## config.mk

```make
export PLATFORM = sky130hd
export DESIGN_NAME = three_wire_serial_port
export DESIGN_NICKNAME = d
export VERILOG_FILES = /design/src/pkg/serial_port_pkg.sv /design/src/pkg/sclk_if.sv /design/src/design/sclk_gen.sv /design/src/design/irq_ctrl.sv /design/src/design/three_wire_serial_port.sv
export SDC_FILE = /design/constraint.sdc
export NUM_CORES = 1
export LEC_CHECK = 0
export BUFFER_PORTS_ARGS = -buffer_cell sky130_fd_sc_hd__buf_2
export CAP_MARGIN = 20
export CORE_ASPECT_RATIO = 0.8
export CORE_MARGIN = 2
export CORE_UTILIZATION = 45
export CTS_BUF_LIST = sky130_fd_sc_hd__clkbuf_4 sky130_fd_sc_hd__clkbuf_8
export CTS_CLUSTER_DIAMETER = 60
export DETAILED_ROUTE_END_ITERATION = 12
export GPL_ROUTABILITY_DRIVEN = 0
export PLACE_DENSITY = 0.68
export SKIP_LAST_GASP = 1
export SLEW_MARGIN = 10
export SYNTH_ARGS = -nofsm -noshare
export SYNTH_HDL_FRONTEND = slang
export SYNTH_SLANG_ARGS = --single-unit
```

## constraint.sdc

```tcl
create_clock -name clk_sys -period 4.79 [get_ports clk_sys]
set_input_delay 1.1975 -clock clk_sys [delete_from_list [all_inputs] [get_ports clk_sys]]
set_output_delay 1.1975 -clock clk_sys [all_outputs]
set_load 0.02 [all_outputs]
```

## src/pkg/serial_port_pkg.sv

```systemverilog
package serial_port_pkg;
	// Register word addresses on the plain port
	localparam logic [15:0] ADDR_MODE = 16'hFFA8;
	localparam logic [15:0] ADDR_DATA = 16'hFFA9;
	localparam logic [15:0] ADDR_STATUS = 16'hFFB0;
	localparam logic [15:0] ADDR_MASK = 16'hFFB1;
	// Mode register fields
	localparam int ENABLE_BIT = 7;
	localparam int RX_ONLY_BIT = 2;
	localparam int CLK_SEL_HI = 1;
	localparam int CLK_SEL_LO = 0;
	localparam logic [7:0] MODE_WRITE_MASK = 8'h87;
	localparam logic [7:0] MODE_RESET = 8'h00;
	localparam logic [7:0] DATA_RESET = 8'h00;
	localparam int BITS_PER_FRAME = 8;
	// Internal clock divisions of the main clock
	localparam int DIV_SLOW = 128;
	localparam int DIV_FAST = 8;
	localparam int DIV_W = 7;
	localparam logic [1:0] SEL_EXT = 2'h0;
	localparam logic [1:0] SEL_TIMER = 2'h1;
	localparam logic [1:0] SEL_FAST = 2'h2;
	localparam logic [1:0] SEL_SLOW = 2'h3;
	typedef enum logic [1:0] {
		ST_IDLE = 2'b00,
		ST_LOW = 2'b01,
		ST_HIGH = 2'b10
	} shift_state_type;
endpackage : serial_port_pkg

```

## src/pkg/sclk_if.sv

```systemverilog
// Serial clock edge events shared between the clock generator and the shifter
interface sclk_if;
	logic fall;
	logic rise;
	logic run;
	modport gen (output fall, output rise, input run);
	modport use_edges (input fall, input rise, output run);
endinterface : sclk_if

```

## src/design/sclk_gen.sv

```systemverilog
// ****************************************
// Serial clock source selection
// ****************************************
module sclk_gen (
	input wire logic clk_sys,
	input wire logic arst_n,
	input wire logic [1:0] clk_sel,
	input wire logic ext_clk,
	input wire logic timer_output_source,
	sclk_if.gen edges
);
	import serial_port_pkg::*;
	logic [DIV_W-1:0] div_q, div_d;
	logic level_q, level_d;
	logic src;
	always_comb begin
		div_d = edges.run ? div_q + 7'h01 : 7'h00;
		if (clk_sel == SEL_EXT) begin
			src = ext_clk;
		end else if (clk_sel == SEL_TIMER) begin
			src = timer_output_source;
		end else if (clk_sel == SEL_FAST) begin
			// Half period is half the division; idle level high
			src = ~div_q[2];
		end else begin
			src = ~div_q[6];
		end
		level_d = edges.run ? src : 1'b1;
	end
	always_ff @(posedge clk_sys or negedge arst_n) begin
		if (!arst_n) begin
			div_q <= 7'h00;
			level_q <= 1'b1;
		end else begin
			div_q <= div_d;
			level_q <= level_d;
		end
	end
	assign edges.fall = edges.run & level_q & ~level_d;
	assign edges.rise = edges.run & ~level_q & level_d;
endmodule : sclk_gen

```

## src/design/irq_ctrl.sv

```systemverilog
// ****************************************
// Sticky status, mask and interrupt line
// ****************************************
module irq_ctrl (
	input wire logic clk_sys,
	input wire logic arst_n,
	input wire logic event_done,
	input wire logic status_wr,
	input wire logic mask_wr,
	input wire logic [7:0] wdata,
	output logic status,
	output logic mask,
	output logic irq
);
	logic status_d, mask_d, irq_d;
	always_comb begin
		// Set wins over a write-one clear
		status_d = event_done | (status & ~(status_wr & wdata[0]));
		mask_d = mask_wr ? wdata[0] : mask;
		irq_d = status_d & mask_d;
	end
	always_ff @(posedge clk_sys or negedge arst_n) begin
		if (!arst_n) begin
			status <= 1'b0;
			mask <= 1'b0;
			irq <= 1'b0;
		end else begin
			status <= status_d;
			mask <= mask_d;
			irq <= irq_d;
		end
	end
endmodule : irq_ctrl

```

## src/design/three_wire_serial_port.sv

```systemverilog
module three_wire_serial_port (
	input wire logic clk_sys,
	input wire logic arst_n,
	input wire logic [15:0] addr,
	input wire logic [7:0] wdata,
	input wire logic wr_en,
	input wire logic rd_en,
	output logic [7:0] rdata,
	input wire logic serial_clock_in,
	output logic serial_clock_out,
	output logic serial_clock_oe,
	input wire logic serial_in_pin,
	output logic serial_out_pin,
	output logic serial_out_oe,
	input wire logic timer_output_source,
	output logic irq
);
	import serial_port_pkg::*;

	// ****************************************
	// Registers and state
	// ****************************************
	logic [7:0] mode_q, mode_d;
	logic [7:0] shift_q, shift_d;
	logic [3:0] count_q, count_d;
	logic out_latch_q, out_latch_d;
	logic in_bit_q, in_bit_d;
	shift_state_type state_q, state_d;
	logic [7:0] rdata_q, rdata_d;
	logic sclk_q, sclk_d, sclk_oe_q, sclk_oe_d, so_oe_q, so_oe_d;
	logic done;
	logic status, mask, irq_int;
	logic enable, rx_only, internal_clk, busy;
	logic start_tx, start_rx;
	sclk_if edges ();

	assign enable = mode_q[ENABLE_BIT];
	assign rx_only = mode_q[RX_ONLY_BIT];
	// Timer output is an on-chip source, so the clock pin is driven for it as well
	assign internal_clk = mode_q[CLK_SEL_HI:CLK_SEL_LO] != SEL_EXT;
	assign busy = state_q != ST_IDLE;
	assign edges.run = busy;

	sclk_gen u_sclk (
		.clk_sys(clk_sys),
		.arst_n(arst_n),
		.clk_sel(mode_q[CLK_SEL_HI:CLK_SEL_LO]),
		.ext_clk(serial_clock_in),
		.timer_output_source(timer_output_source),
		.edges(edges)
	);

	irq_ctrl u_irq (
		.clk_sys(clk_sys),
		.arst_n(arst_n),
		.event_done(done),
		.status_wr(wr_en && addr == ADDR_STATUS),
		.mask_wr(wr_en && addr == ADDR_MASK),
		.wdata(wdata),
		.status(status),
		.mask(mask),
		.irq(irq_int)
	);

	// ****************************************
	// Transfer control
	// ****************************************
	// Start only on an access made while enabled
	assign start_tx = enable && !rx_only && wr_en && addr == ADDR_DATA && !busy;
	assign start_rx = enable && rx_only && rd_en && addr == ADDR_DATA && !busy;

	always_comb begin
		mode_d = mode_q;
		shift_d = shift_q;
		count_d = count_q;
		state_d = state_q;
		out_latch_d = out_latch_q;
		// Input pin is registered in the same stage as the clock level
		in_bit_d = serial_in_pin;
		done = 1'b0;
		if (wr_en && addr == ADDR_MODE) begin
			mode_d = wdata & MODE_WRITE_MASK;
		end
		if (!enable) begin
			// Stop shifting and clear the counter
			state_d = ST_IDLE;
			count_d = 4'h0;
		end else if (start_tx) begin
			shift_d = wdata;
			out_latch_d = wdata[7];
			count_d = 4'h0;
			state_d = ST_HIGH;
		end else if (start_rx) begin
			count_d = 4'h0;
			state_d = ST_HIGH;
		end else if (busy) begin
			// Falling edge: next bit into the output latch, register moves up
			if (edges.fall && state_q == ST_HIGH) begin
				out_latch_d = shift_q[7];
				shift_d = {shift_q[6:0], 1'b0};
				state_d = ST_LOW;
			end
			// Rising edge: sampled bit lands in the freed low bit
			if (edges.rise && state_q == ST_LOW) begin
				shift_d = {shift_q[7:1], in_bit_q};
				count_d = count_q + 4'h1;
				state_d = ST_HIGH;
				// Eighth pulse ends the frame, clock stays high after it
				if (count_q == 4'(BITS_PER_FRAME - 1)) begin
					state_d = ST_IDLE;
					done = 1'b1;
				end
			end
		end
	end

	// ****************************************
	// Bus read and pin drive
	// ****************************************
	always_comb begin
		rdata_d = 8'h00;
		if (rd_en) begin
			if (addr == ADDR_MODE) begin
				rdata_d = mode_q;
			end else if (addr == ADDR_DATA) begin
				rdata_d = shift_q;
			end else if (addr == ADDR_STATUS) begin
				rdata_d = {busy, 6'h00, status};
			end else if (addr == ADDR_MASK) begin
				rdata_d = {7'h00, mask};
			end else begin
				rdata_d = 8'h00;
			end
		end
		sclk_oe_d = enable && internal_clk;
		sclk_d = busy ? (edges.fall ? 1'b0 : (edges.rise ? 1'b1 : sclk_q)) : 1'b1;
		so_oe_d = enable && !rx_only;
	end

	always_ff @(posedge clk_sys or negedge arst_n) begin
		if (!arst_n) begin
			mode_q <= MODE_RESET;
			shift_q <= DATA_RESET;
			count_q <= 4'h0;
			state_q <= ST_IDLE;
			out_latch_q <= 1'b0;
			in_bit_q <= 1'b0;
			rdata_q <= 8'h00;
			sclk_q <= 1'b1;
			sclk_oe_q <= 1'b0;
			so_oe_q <= 1'b0;
		end else begin
			mode_q <= mode_d;
			shift_q <= shift_d;
			count_q <= count_d;
			state_q <= state_d;
			out_latch_q <= out_latch_d;
			in_bit_q <= in_bit_d;
			rdata_q <= rdata_d;
			sclk_q <= sclk_d;
			sclk_oe_q <= sclk_oe_d;
			so_oe_q <= so_oe_d;
		end
	end

	assign rdata = rdata_q;
	assign serial_clock_out = sclk_q;
	assign serial_clock_oe = sclk_oe_q;
	assign serial_out_pin = out_latch_q;
	assign serial_out_oe = so_oe_q;
	assign irq = irq_int;

	// ****************************************
	// Assertions
	// ****************************************
	a_disable_stops: assert property (@(posedge clk_sys) disable iff (!arst_n)
		!enable |=> !busy && count_q == 4'h0)
		else $error("transfer kept running while disabled");
	a_write_starts: assert property (@(posedge clk_sys) disable iff (!arst_n)
		start_tx |=> busy && shift_q == $past(wdata))
		else $error("write did not start transfer");
	a_read_starts: assert property (@(posedge clk_sys) disable iff (!arst_n)
		start_rx |=> busy)
		else $error("read did not start receive");
	a_rx_no_drive: assert property (@(posedge clk_sys) disable iff (!arst_n)
		rx_only |=> !serial_out_oe)
		else $error("output driven in receive-only mode");
	a_done_count: assert property (@(posedge clk_sys) disable iff (!arst_n)
		done |-> count_q == 4'h7 ##1 !busy && status)
		else $error("completion not after eight bits");
	a_no_start_off: assert property (@(posedge clk_sys) disable iff (!arst_n)
		!busy && !enable |=> !busy)
		else $error("transfer started while disabled");
	a_msb_out: assert property (@(posedge clk_sys) disable iff (!arst_n)
		start_tx |=> serial_out_pin == $past(wdata[7]))
		else $error("first bit is not the msb");
	a_reset_regs: assert property (@(posedge clk_sys)
		$rose(arst_n) |-> mode_q == 8'h00 && shift_q == 8'h00)
		else $error("registers not cleared by reset");
	a_rise_samples: assert property (@(posedge clk_sys) disable iff (!arst_n)
		busy && enable && edges.rise && state_q == ST_LOW |=> shift_q[0] == $past(in_bit_q))
		else $error("input bit not taken on rising edge");
	a_clk_drive: assert property (@(posedge clk_sys) disable iff (!arst_n)
		enable && internal_clk |=> serial_clock_oe)
		else $error("internal clock not driven on the pin");
	c_tx_done: cover property (@(posedge clk_sys) disable iff (!arst_n) !rx_only && done);
	c_rx_done: cover property (@(posedge clk_sys) disable iff (!arst_n) rx_only && done);
	c_irq: cover property (@(posedge clk_sys) disable iff (!arst_n) irq);
	c_timer_done: cover property (@(posedge clk_sys) disable iff (!arst_n)
		mode_q[CLK_SEL_HI:CLK_SEL_LO] == SEL_TIMER && done);
endmodule : three_wire_serial_port

```

* Yosys cells after proc, flatten, opt, wreduce, memory -nomap -nowiden *
Index checks and enable logic that the tools add are counted.
Widths: inputs -> output; s select.

cells by class
  add/subtract/negate cells = 2
  equal/unequal tests = 15
  multiplexer cells = 41
  bitwise gates (word level) = 13
  reduce and logical (&&, ||, !) cells = 27

operators with widths
  kind                  number
  $mux 8                9
  $eq 16x16->1 const B  4
  $mux 4                5
  $mux 1                19
  $logic_and 1x1->1     14
  $mux 2                7
  $ne 4x1->1 const B    2
  $reduce_and 4->1      2
  $reduce_bool 2->1     4
  $add 7x1->7 const B   1
  $and 1x1->1           7
  $mux 7                1
  $ne 5x1->1 const B    1
  $not 1->1             5
  $reduce_and 5->1      1
  $add 4x1->4 const B   1
  $eq 2x1->1 const B    2
  $eq 2x2->1 const B    2
  $eq 4x3->1 const B    1
  $ne 2x2->1 const B    2
  $reduce_and 2->1      2
  $ne 3x1->1 const B    1
  $reduce_bool 3->1     1
  $logic_not 1->1       2
  other kinds (2)       2

word-level totals
  register bits = 42
  input bits = 31
  word-level logic and storage cells = 114

* Logic depth before layout (Yosys ltp) *
Gate-level depths: netlist of run 1.

  depth after elaboration = 14
  depth in mapped cells = 7
  mapped depth without buffers = 6

* By module *
A second synthesis of run 1 with hierarchy kept.

second synthesis, totals
  cell total of the unflattened synthesis = 190
  area total of the unflattened synthesis = 2,020.7 µm²

modules (own cells, without submodules)
  module                  instances  cells an instance  area each (µm²)
  three_wire_serial_port  1          150                1,524.0
  sclk_gen                1          33                 385.4
  irq_ctrl                1          7                  111.4

* Worst setup path before layout of run 1 *
OpenSTA, ideal clock, no wires.

  kind = input-to-reg
  start point = input addr[1]
  end point = register shift_q[1]
  data arrival time = 2,460 ps
  required time = 4,664 ps
  slack = 2,204 ps
  cell stages on the path = 5
  buffers on the path = 0
  cells stage by stage = nor4b_4 -> nand3_2 -> nor3_1 -> o21ai_2 -> a221o_1

between the ends
  cells in the longest elaborated chain, start to end = 5

ends and longest elaborated chain
  what                                                                     RTL line                                                    RTL
  from (decl)                                                              three_wire_serial_port.sv:4                                 input wire logic [15:0] addr,
  $eq 16x16->1 *                                                           three_wire_serial_port.sv:69, three_wire_serial_port.sv:70
  $logic_and 1x1->1, on equally long branches (2 in series)                three_wire_serial_port.sv:69, three_wire_serial_port.sv:70
  $ne 2x2->1 (no source line) / $reduce_bool 2->1 (equally long branches)  n/a
  $reduce_and 5->1 (no source line)                                        n/a
  to (signal assigned)                                                     three_wire_serial_port.sv:154                               shift_q <= shift_d;
  to (decl)                                                                three_wire_serial_port.sv:24                                logic [7:0] shift_q, shift_d;

Every way passes the cells marked *; elsewhere a longest branch is shown, timed or not.
A chain may end at the register's enable or synchronous reset.

* Worst setup path in the final report of run 1 *
  start point = input addr[1]
  end point = register shift_q[4]

The elaborated chain is that of the path after synthesis.

==> results.sh, run 1 <==
export IMPL_via_count=1576
export IMPL_dp_hpwl_um=2910
export IMPL_ant_nets=0
export IMPL_overflow=0
export IMPL_nNetsFinal=263
export IMPL_grt_pass1_wl_um=6650
export IMPL_crit_path_max_fanout=5
export IMPL_io_buffers=43
export IMPL_design_power_total_mw=0.720
export IMPL_async_reset_ff_share_pct=100
export IMPL_critical_path_class="input port to register"
export IMPL_synthToLayoutAreaGrowth_pct=19.4
export IMPL_path_clk_slew_ns=0.08
export IMPL_hold_buffers=0
export IMPL_cts_setup_buffers=0
export IMPL_first_pass_iters=5
export IMPL_start_util_pct=47.5
export IMPL_period_share_pct=55.0
export IMPL_ys_seq_area_share_pct=52.1
export IMPL_antenna_found_initial=0
export IMPL_total_leakage_power_nw=1.13
export IMPL_synth_area_top_cells="dfrtp_1 (50%), nor2_1 (4.1%), mux2_2 (3.9%)"
export IMPL_vdd_drop_max_v=0.000152
export IMPL_ys_seq_elements=42
export IMPL_synth_edf_count=0
export IMPL_skew_ns=0.00929
export IMPL_yosysTopAreaCellShare_pct=49.5
export IMPL_synth_area_per_cell_um2=10.9
export IMPL_clock_sinks=42
export IMPL_cp_data_arrival_time_ns=2.81
export IMPL_grt_pass1_vias=1453
export IMPL_grt_max_degree=43
export IMPL_cp_data_required_time_ns=4.97
export IMPL_power_density_nw_per_um2=298
export IMPL_hold_violations=0
export IMPL_htreeDepth=2
export IMPL_cts_resized=0
export IMPL_syn_nets=218
export IMPL_worstMarginPinSlew_ns=0.905
export IMPL_critical_path_endpoint_type="register"
export IMPL_syn_inst=185
export IMPL_cts_root_buf="clkbuf_8"
export IMPL_diodes=0
export IMPL_dieArea_um2=5050
export IMPL_finalCoreUtilization_pct=56.7
export IMPL_drv_cap=0
export IMPL_outcome="completed"
export IMPL_grt_usage_pct=17.1
export IMPL_post_route_min_period_ns=2.64
export IMPL_pin_count=44
export IMPL_fmax_mhz=379
export IMPL_final_cell_mix="buf_2 (43), dfrtp_1 (40), nor2_1 (22)"
export IMPL_rsz0062_at_grt="no"
export IMPL_syn_area_um2=2020
export IMPL_vias_per_cell=5.47
export IMPL_setup_tns_ns=0
export IMPL_maxSlewHeadroom_pct=39.7
export IMPL_num_rows=21
export IMPL_wirelength_um=3930
export IMPL_avgRoutedWirePerCell_um=13.6
export IMPL_yosysWarnings=0
export IMPL_clk_path_buf_depth=2
export IMPL_die_h_um=64.0
export IMPL_dieWidth_um=78.9
export IMPL_drc_errors=0
export IMPL_cts_made_buffers=5
export IMPL_slew_violations=0
export IMPL_synth_top_flop_cell="dfrtp_1"
export IMPL_dp_cells=280
export IMPL_layout_drive_gt1_share_pct=29.4
export IMPL_layout_cells_non_filler=288
export IMPL_fp_coreArea_um2=4260
export IMPL_final_common_cell="buf_2"
export IMPL_clk_latency_ns=0.29
export IMPL_cts_tree="yes"
export IMPL_start_kind="input port"
export IMPL_timing_hold_ws_ns=0.458
export IMPL_synth_largest_area_cell="dfrtp_1"
export IMPL_first_iter_violations=58
export IMPL_ys_types=50
export IMPL_setup_viol=0
export IMPL_hold_path_class="register to register"
cell type report:
type,count,area [um2]
clock buffer,5,68.8
tap,57,71.3
timing repair buffer,43,215
inverter,3,13.8
fill,386,1840
multi-input combinational,135,922
clock inverter,3,68.8
sequential,42,1050
path summary, 6_finish.rpt:
path / to / from / slack (ns) / cells after the start
max reg2reg: shift_q[4]$_DFFE_PN0P_ / state_q[0]$_DFFE_PN0P_ / 2.34 / 5
min: u_sclk.div_q[0]$_DFF_PN0_ / u_sclk.div_q[0]$_DFF_PN0_ / 0.46 / 1
min in group asynchronous: rdata[7]$_DFF_PN0_ / arst_n / 1.03 / 1
max: shift_q[4]$_DFFE_PN0P_ / addr[1] / 2.15 / 6
min reg2reg: u_sclk.div_q[0]$_DFF_PN0_ / u_sclk.div_q[0]$_DFF_PN0_ / 0.46 / 1
max in group asynchronous: in_bit_q$_DFF_PN0_ / arst_n / 3.19 / 1
power breakdown:
part / switching, mW / leakage [nW] / internal (mW) / total, mW
sequential: 0.000129 / 0.578 / 0.355 / 0.355
combinational: 0.0174 / 0.482 / 0.0126 / 0.0301
clock: 0.126 / 0.0683 / 0.209 / 0.335
per-layer routing:
layer / share of wire, % / GRT usage (%)
met5: 0 / 0
met4: 1.2 / 4.96
met3: 6.3 / 5.23
met2: 46 / 26.3
met1: 46 / 23.6
Yosys cell counts (2+ instances only):
| master | count |
|---|---|
| a21oi_1 | 5 |
| a221o_1 | 4 |
| a2bb2oi_1 | 4 |
| a31oi_1 | 2 |
| and2_1 | 5 |
| and3_1 | 8 |
| clkbuf_1 | 2 |
| dfrtp_1 | 40 |
| dfstp_2 | 2 |
| ha_1 | 2 |
| inv_1 | 2 |
| mux2_2 | 7 |
| mux2i_1 | 3 |
| nand2_1 | 13 |
| nand3_1 | 10 |
| nand4_1 | 2 |
| nor2_1 | 22 |
| nor2b_1 | 4 |
| nor3_1 | 4 |
| o21ai_0 | 5 |
| o22ai_1 | 4 |
| xnor2_1 | 4 |
| xor2_1 | 4 |
metrics by stage:
step | cell area, um2 | setup WS (ns)
CTS | 2410 | 2.17
global route | 2410 | 2.05
floorplan | 2020 | 2.20
global placement | 2280 | 1.93
finish | 2410 | 2.15
detailed placement | 2280 | 1.86
cells by family (layout without fill, tap and decap cells):
family,Yosys count,count (layout),share of synthesized area [%]
compound gates,35,35,13.4
xor+xnor,8,8,3.46
fa+ha+maj,2,2,1.24
buf+inv,8,54,2.29
flops,42,42,52.1
mux,11,11,6.13
simple gates,79,79,21.4
sequential cells by signal (all words and copies together), names as in the netlist, 2 cells and up:
signal / count
rdata: 8
shift_q: 8
u_sclk.div_q: 7
count_q: 4
mode_q: 4
state_q: 2
worst max-delay path, cell delays in order:
cell and delay [ns]:
buf_2 0.11, nor4b_4 0.33, nand3_2 0.16, nor3_1 0.54
o21ai_2 0.15, a221o_1 0.32
No activity file was read; power rests on OpenSTA's default activity.
==> run 2: changes to the inputs <==
==> constraint.sdc (replaced) <==
create_clock -name clk_sys -period 2.7 [get_ports clk_sys]
set_input_delay 0.675 -clock clk_sys [delete_from_list [all_inputs] [get_ports clk_sys]]
set_output_delay 0.675 -clock clk_sys [all_outputs]
set_load 0.02 [all_outputs]
==> results.sh, run 2 (synthesis results as in run 1) <==
export IMPL_outcome="completed"
export IMPL_grt_usage_pct=17.9
export IMPL_dieWidth_um=78.9
export IMPL_dieArea_um2=5050
export IMPL_wirelength_um=4040
export IMPL_die_h_um=64.0
export IMPL_start_kind="input port"
export IMPL_antenna_found_initial=0
export IMPL_hold_violations=0
export IMPL_maxSlewHeadroom_pct=39.6
export IMPL_num_fill_cells=393
export IMPL_final_area_um2=2410
export IMPL_power_density_nw_per_um2=484
export IMPL_synthToLayoutAreaGrowth_pct=19.1
export IMPL_slew_violations=0
export IMPL_cts_tree="yes"
export IMPL_diodes=0
export IMPL_io_buffers=43
export IMPL_total_leakage_power_nw=1.13
export IMPL_cts_setup_buffers=0
export IMPL_setup_tns_ns=0
export IMPL_setup_viol=0
export IMPL_clk_path_buf_depth=2
export IMPL_drv_cap=0
export IMPL_drc_errors=0
export IMPL_min_path_cells=1
export IMPL_hold_path_class="register to register"
export IMPL_r2r_cells=6
export IMPL_fp_coreArea_um2=4260
export IMPL_skew_ns=0.00778
export IMPL_grt_max_degree=43
export IMPL_critical_path_class="input port to register"
export IMPL_dp_hpwl_um=3050
export IMPL_pin_count=44
export IMPL_worstMarginPinSlew_ns=0.906
export IMPL_layout_drive_gt1_share_pct=30.3
export IMPL_critical_path_endpoint_type="register"
export IMPL_hold_buffers=0
export IMPL_cts_resized=0
export IMPL_fmax_mhz=497
export IMPL_vdd_drop_max_v=0.000296
export IMPL_ant_nets=0
export IMPL_vias_per_cell=5.28
export IMPL_first_pass_iters=4
export IMPL_first_iter_violations=44
export IMPL_start_util_pct=47.5
export IMPL_cp_data_required_time_ns=2.92
export IMPL_num_rows=21
export IMPL_grt_pass1_vias=1430
export IMPL_clock_sinks=42
export IMPL_grt_pass1_wl_um=6800
export IMPL_via_count=1537
export IMPL_crit_path_max_fanout=7
export IMPL_ff_latch_area_um2=1050
export IMPL_cts_root_buf="clkbuf_8"
export IMPL_final_cell_mix="buf_2 (43), dfrtp_1 (40), nor2_1 (22)"
export IMPL_period_share_pct=74.5
export IMPL_nNetsFinal=266
export IMPL_overflow=0
export IMPL_final_common_cell="buf_2"
export IMPL_rsz0062_at_grt="no"
export IMPL_htreeDepth=2
export IMPL_placed_area_um2=2300
export IMPL_timing_hold_ws_ns=0.459
export IMPL_post_route_min_period_ns=2.01
export IMPL_cts_made_buffers=5
export IMPL_cp_data_arrival_time_ns=2.23
export IMPL_multi_input_area_um2=922
export IMPL_design_power_total_mw=1.17
export IMPL_path_clk_slew_ns=0.08
export IMPL_avgRoutedWirePerCell_um=13.9
export IMPL_clk_latency_ns=0.30
run 2: area by class of cell:
cell class                      count  area share [%]
Clock buffer                        5            2.86
Multi-Input combinational cell    135            38.3
Clock inverter                      3            1.66
Timing Repair Buffer               46            9.88
Tap cell                           57            2.96
Sequential cell                    42            43.8
Inverter                            3           0.572
run 2: worst paths after layout:
check                                     startpoint                         to  slack (ns)
min in group asynchronous                     arst_n         rdata[7]$_DFF_PN0_        0.51
max in group asynchronous                     arst_n     u_irq.status$_DFF_PN0_        1.63
max reg2reg                    mode_q[0]$_DFFE_PN0P_     shift_q[2]$_DFFE_PN0P_        0.77
min reg2reg                u_sclk.div_q[0]$_DFF_PN0_  u_sclk.div_q[0]$_DFF_PN0_        0.46
max                                          addr[1]     shift_q[6]$_DFFE_PN0P_        0.69
min                        u_sclk.div_q[0]$_DFF_PN0_  u_sclk.div_q[0]$_DFF_PN0_        0.46
run 2: where the power goes:
group	switching [mW]	internal [mW]	leakage [nW]
combinational	0.0308	0.0224	0.498
clock	0.211	0.272	0.0579
sequential	0.000222	0.629	0.578
run 2: through the flow:
step | instances | worst slack (ns) | util, %
6_report | 291 | 0.688 | 56.6
5_1_grt | 291 | 0.523 | 56.6
4_1_cts | 291 | 0.681 | 56.6
3_5_place_dp | 283 | 0.362 | 54.0
3_3_place_gp | 283 | 0.419 | 54.0
2_1_floorplan | 185 | 0.636 | -
run 2: metal layers:
metal	GRT usage, %	part of all wire, %
met1	24.0	47
met2	26.6	45
met3	5.79	4.9
met4	8.19	2.5
met5	0	0
run 2: critical path, stage by stage:
cell	delay, ns
buf_2	0.11
nor4b_4	0.33
nand3_2	0.16
or3_1	0.53
a21oi_4	0.24
a2bb2oi_1	0.18
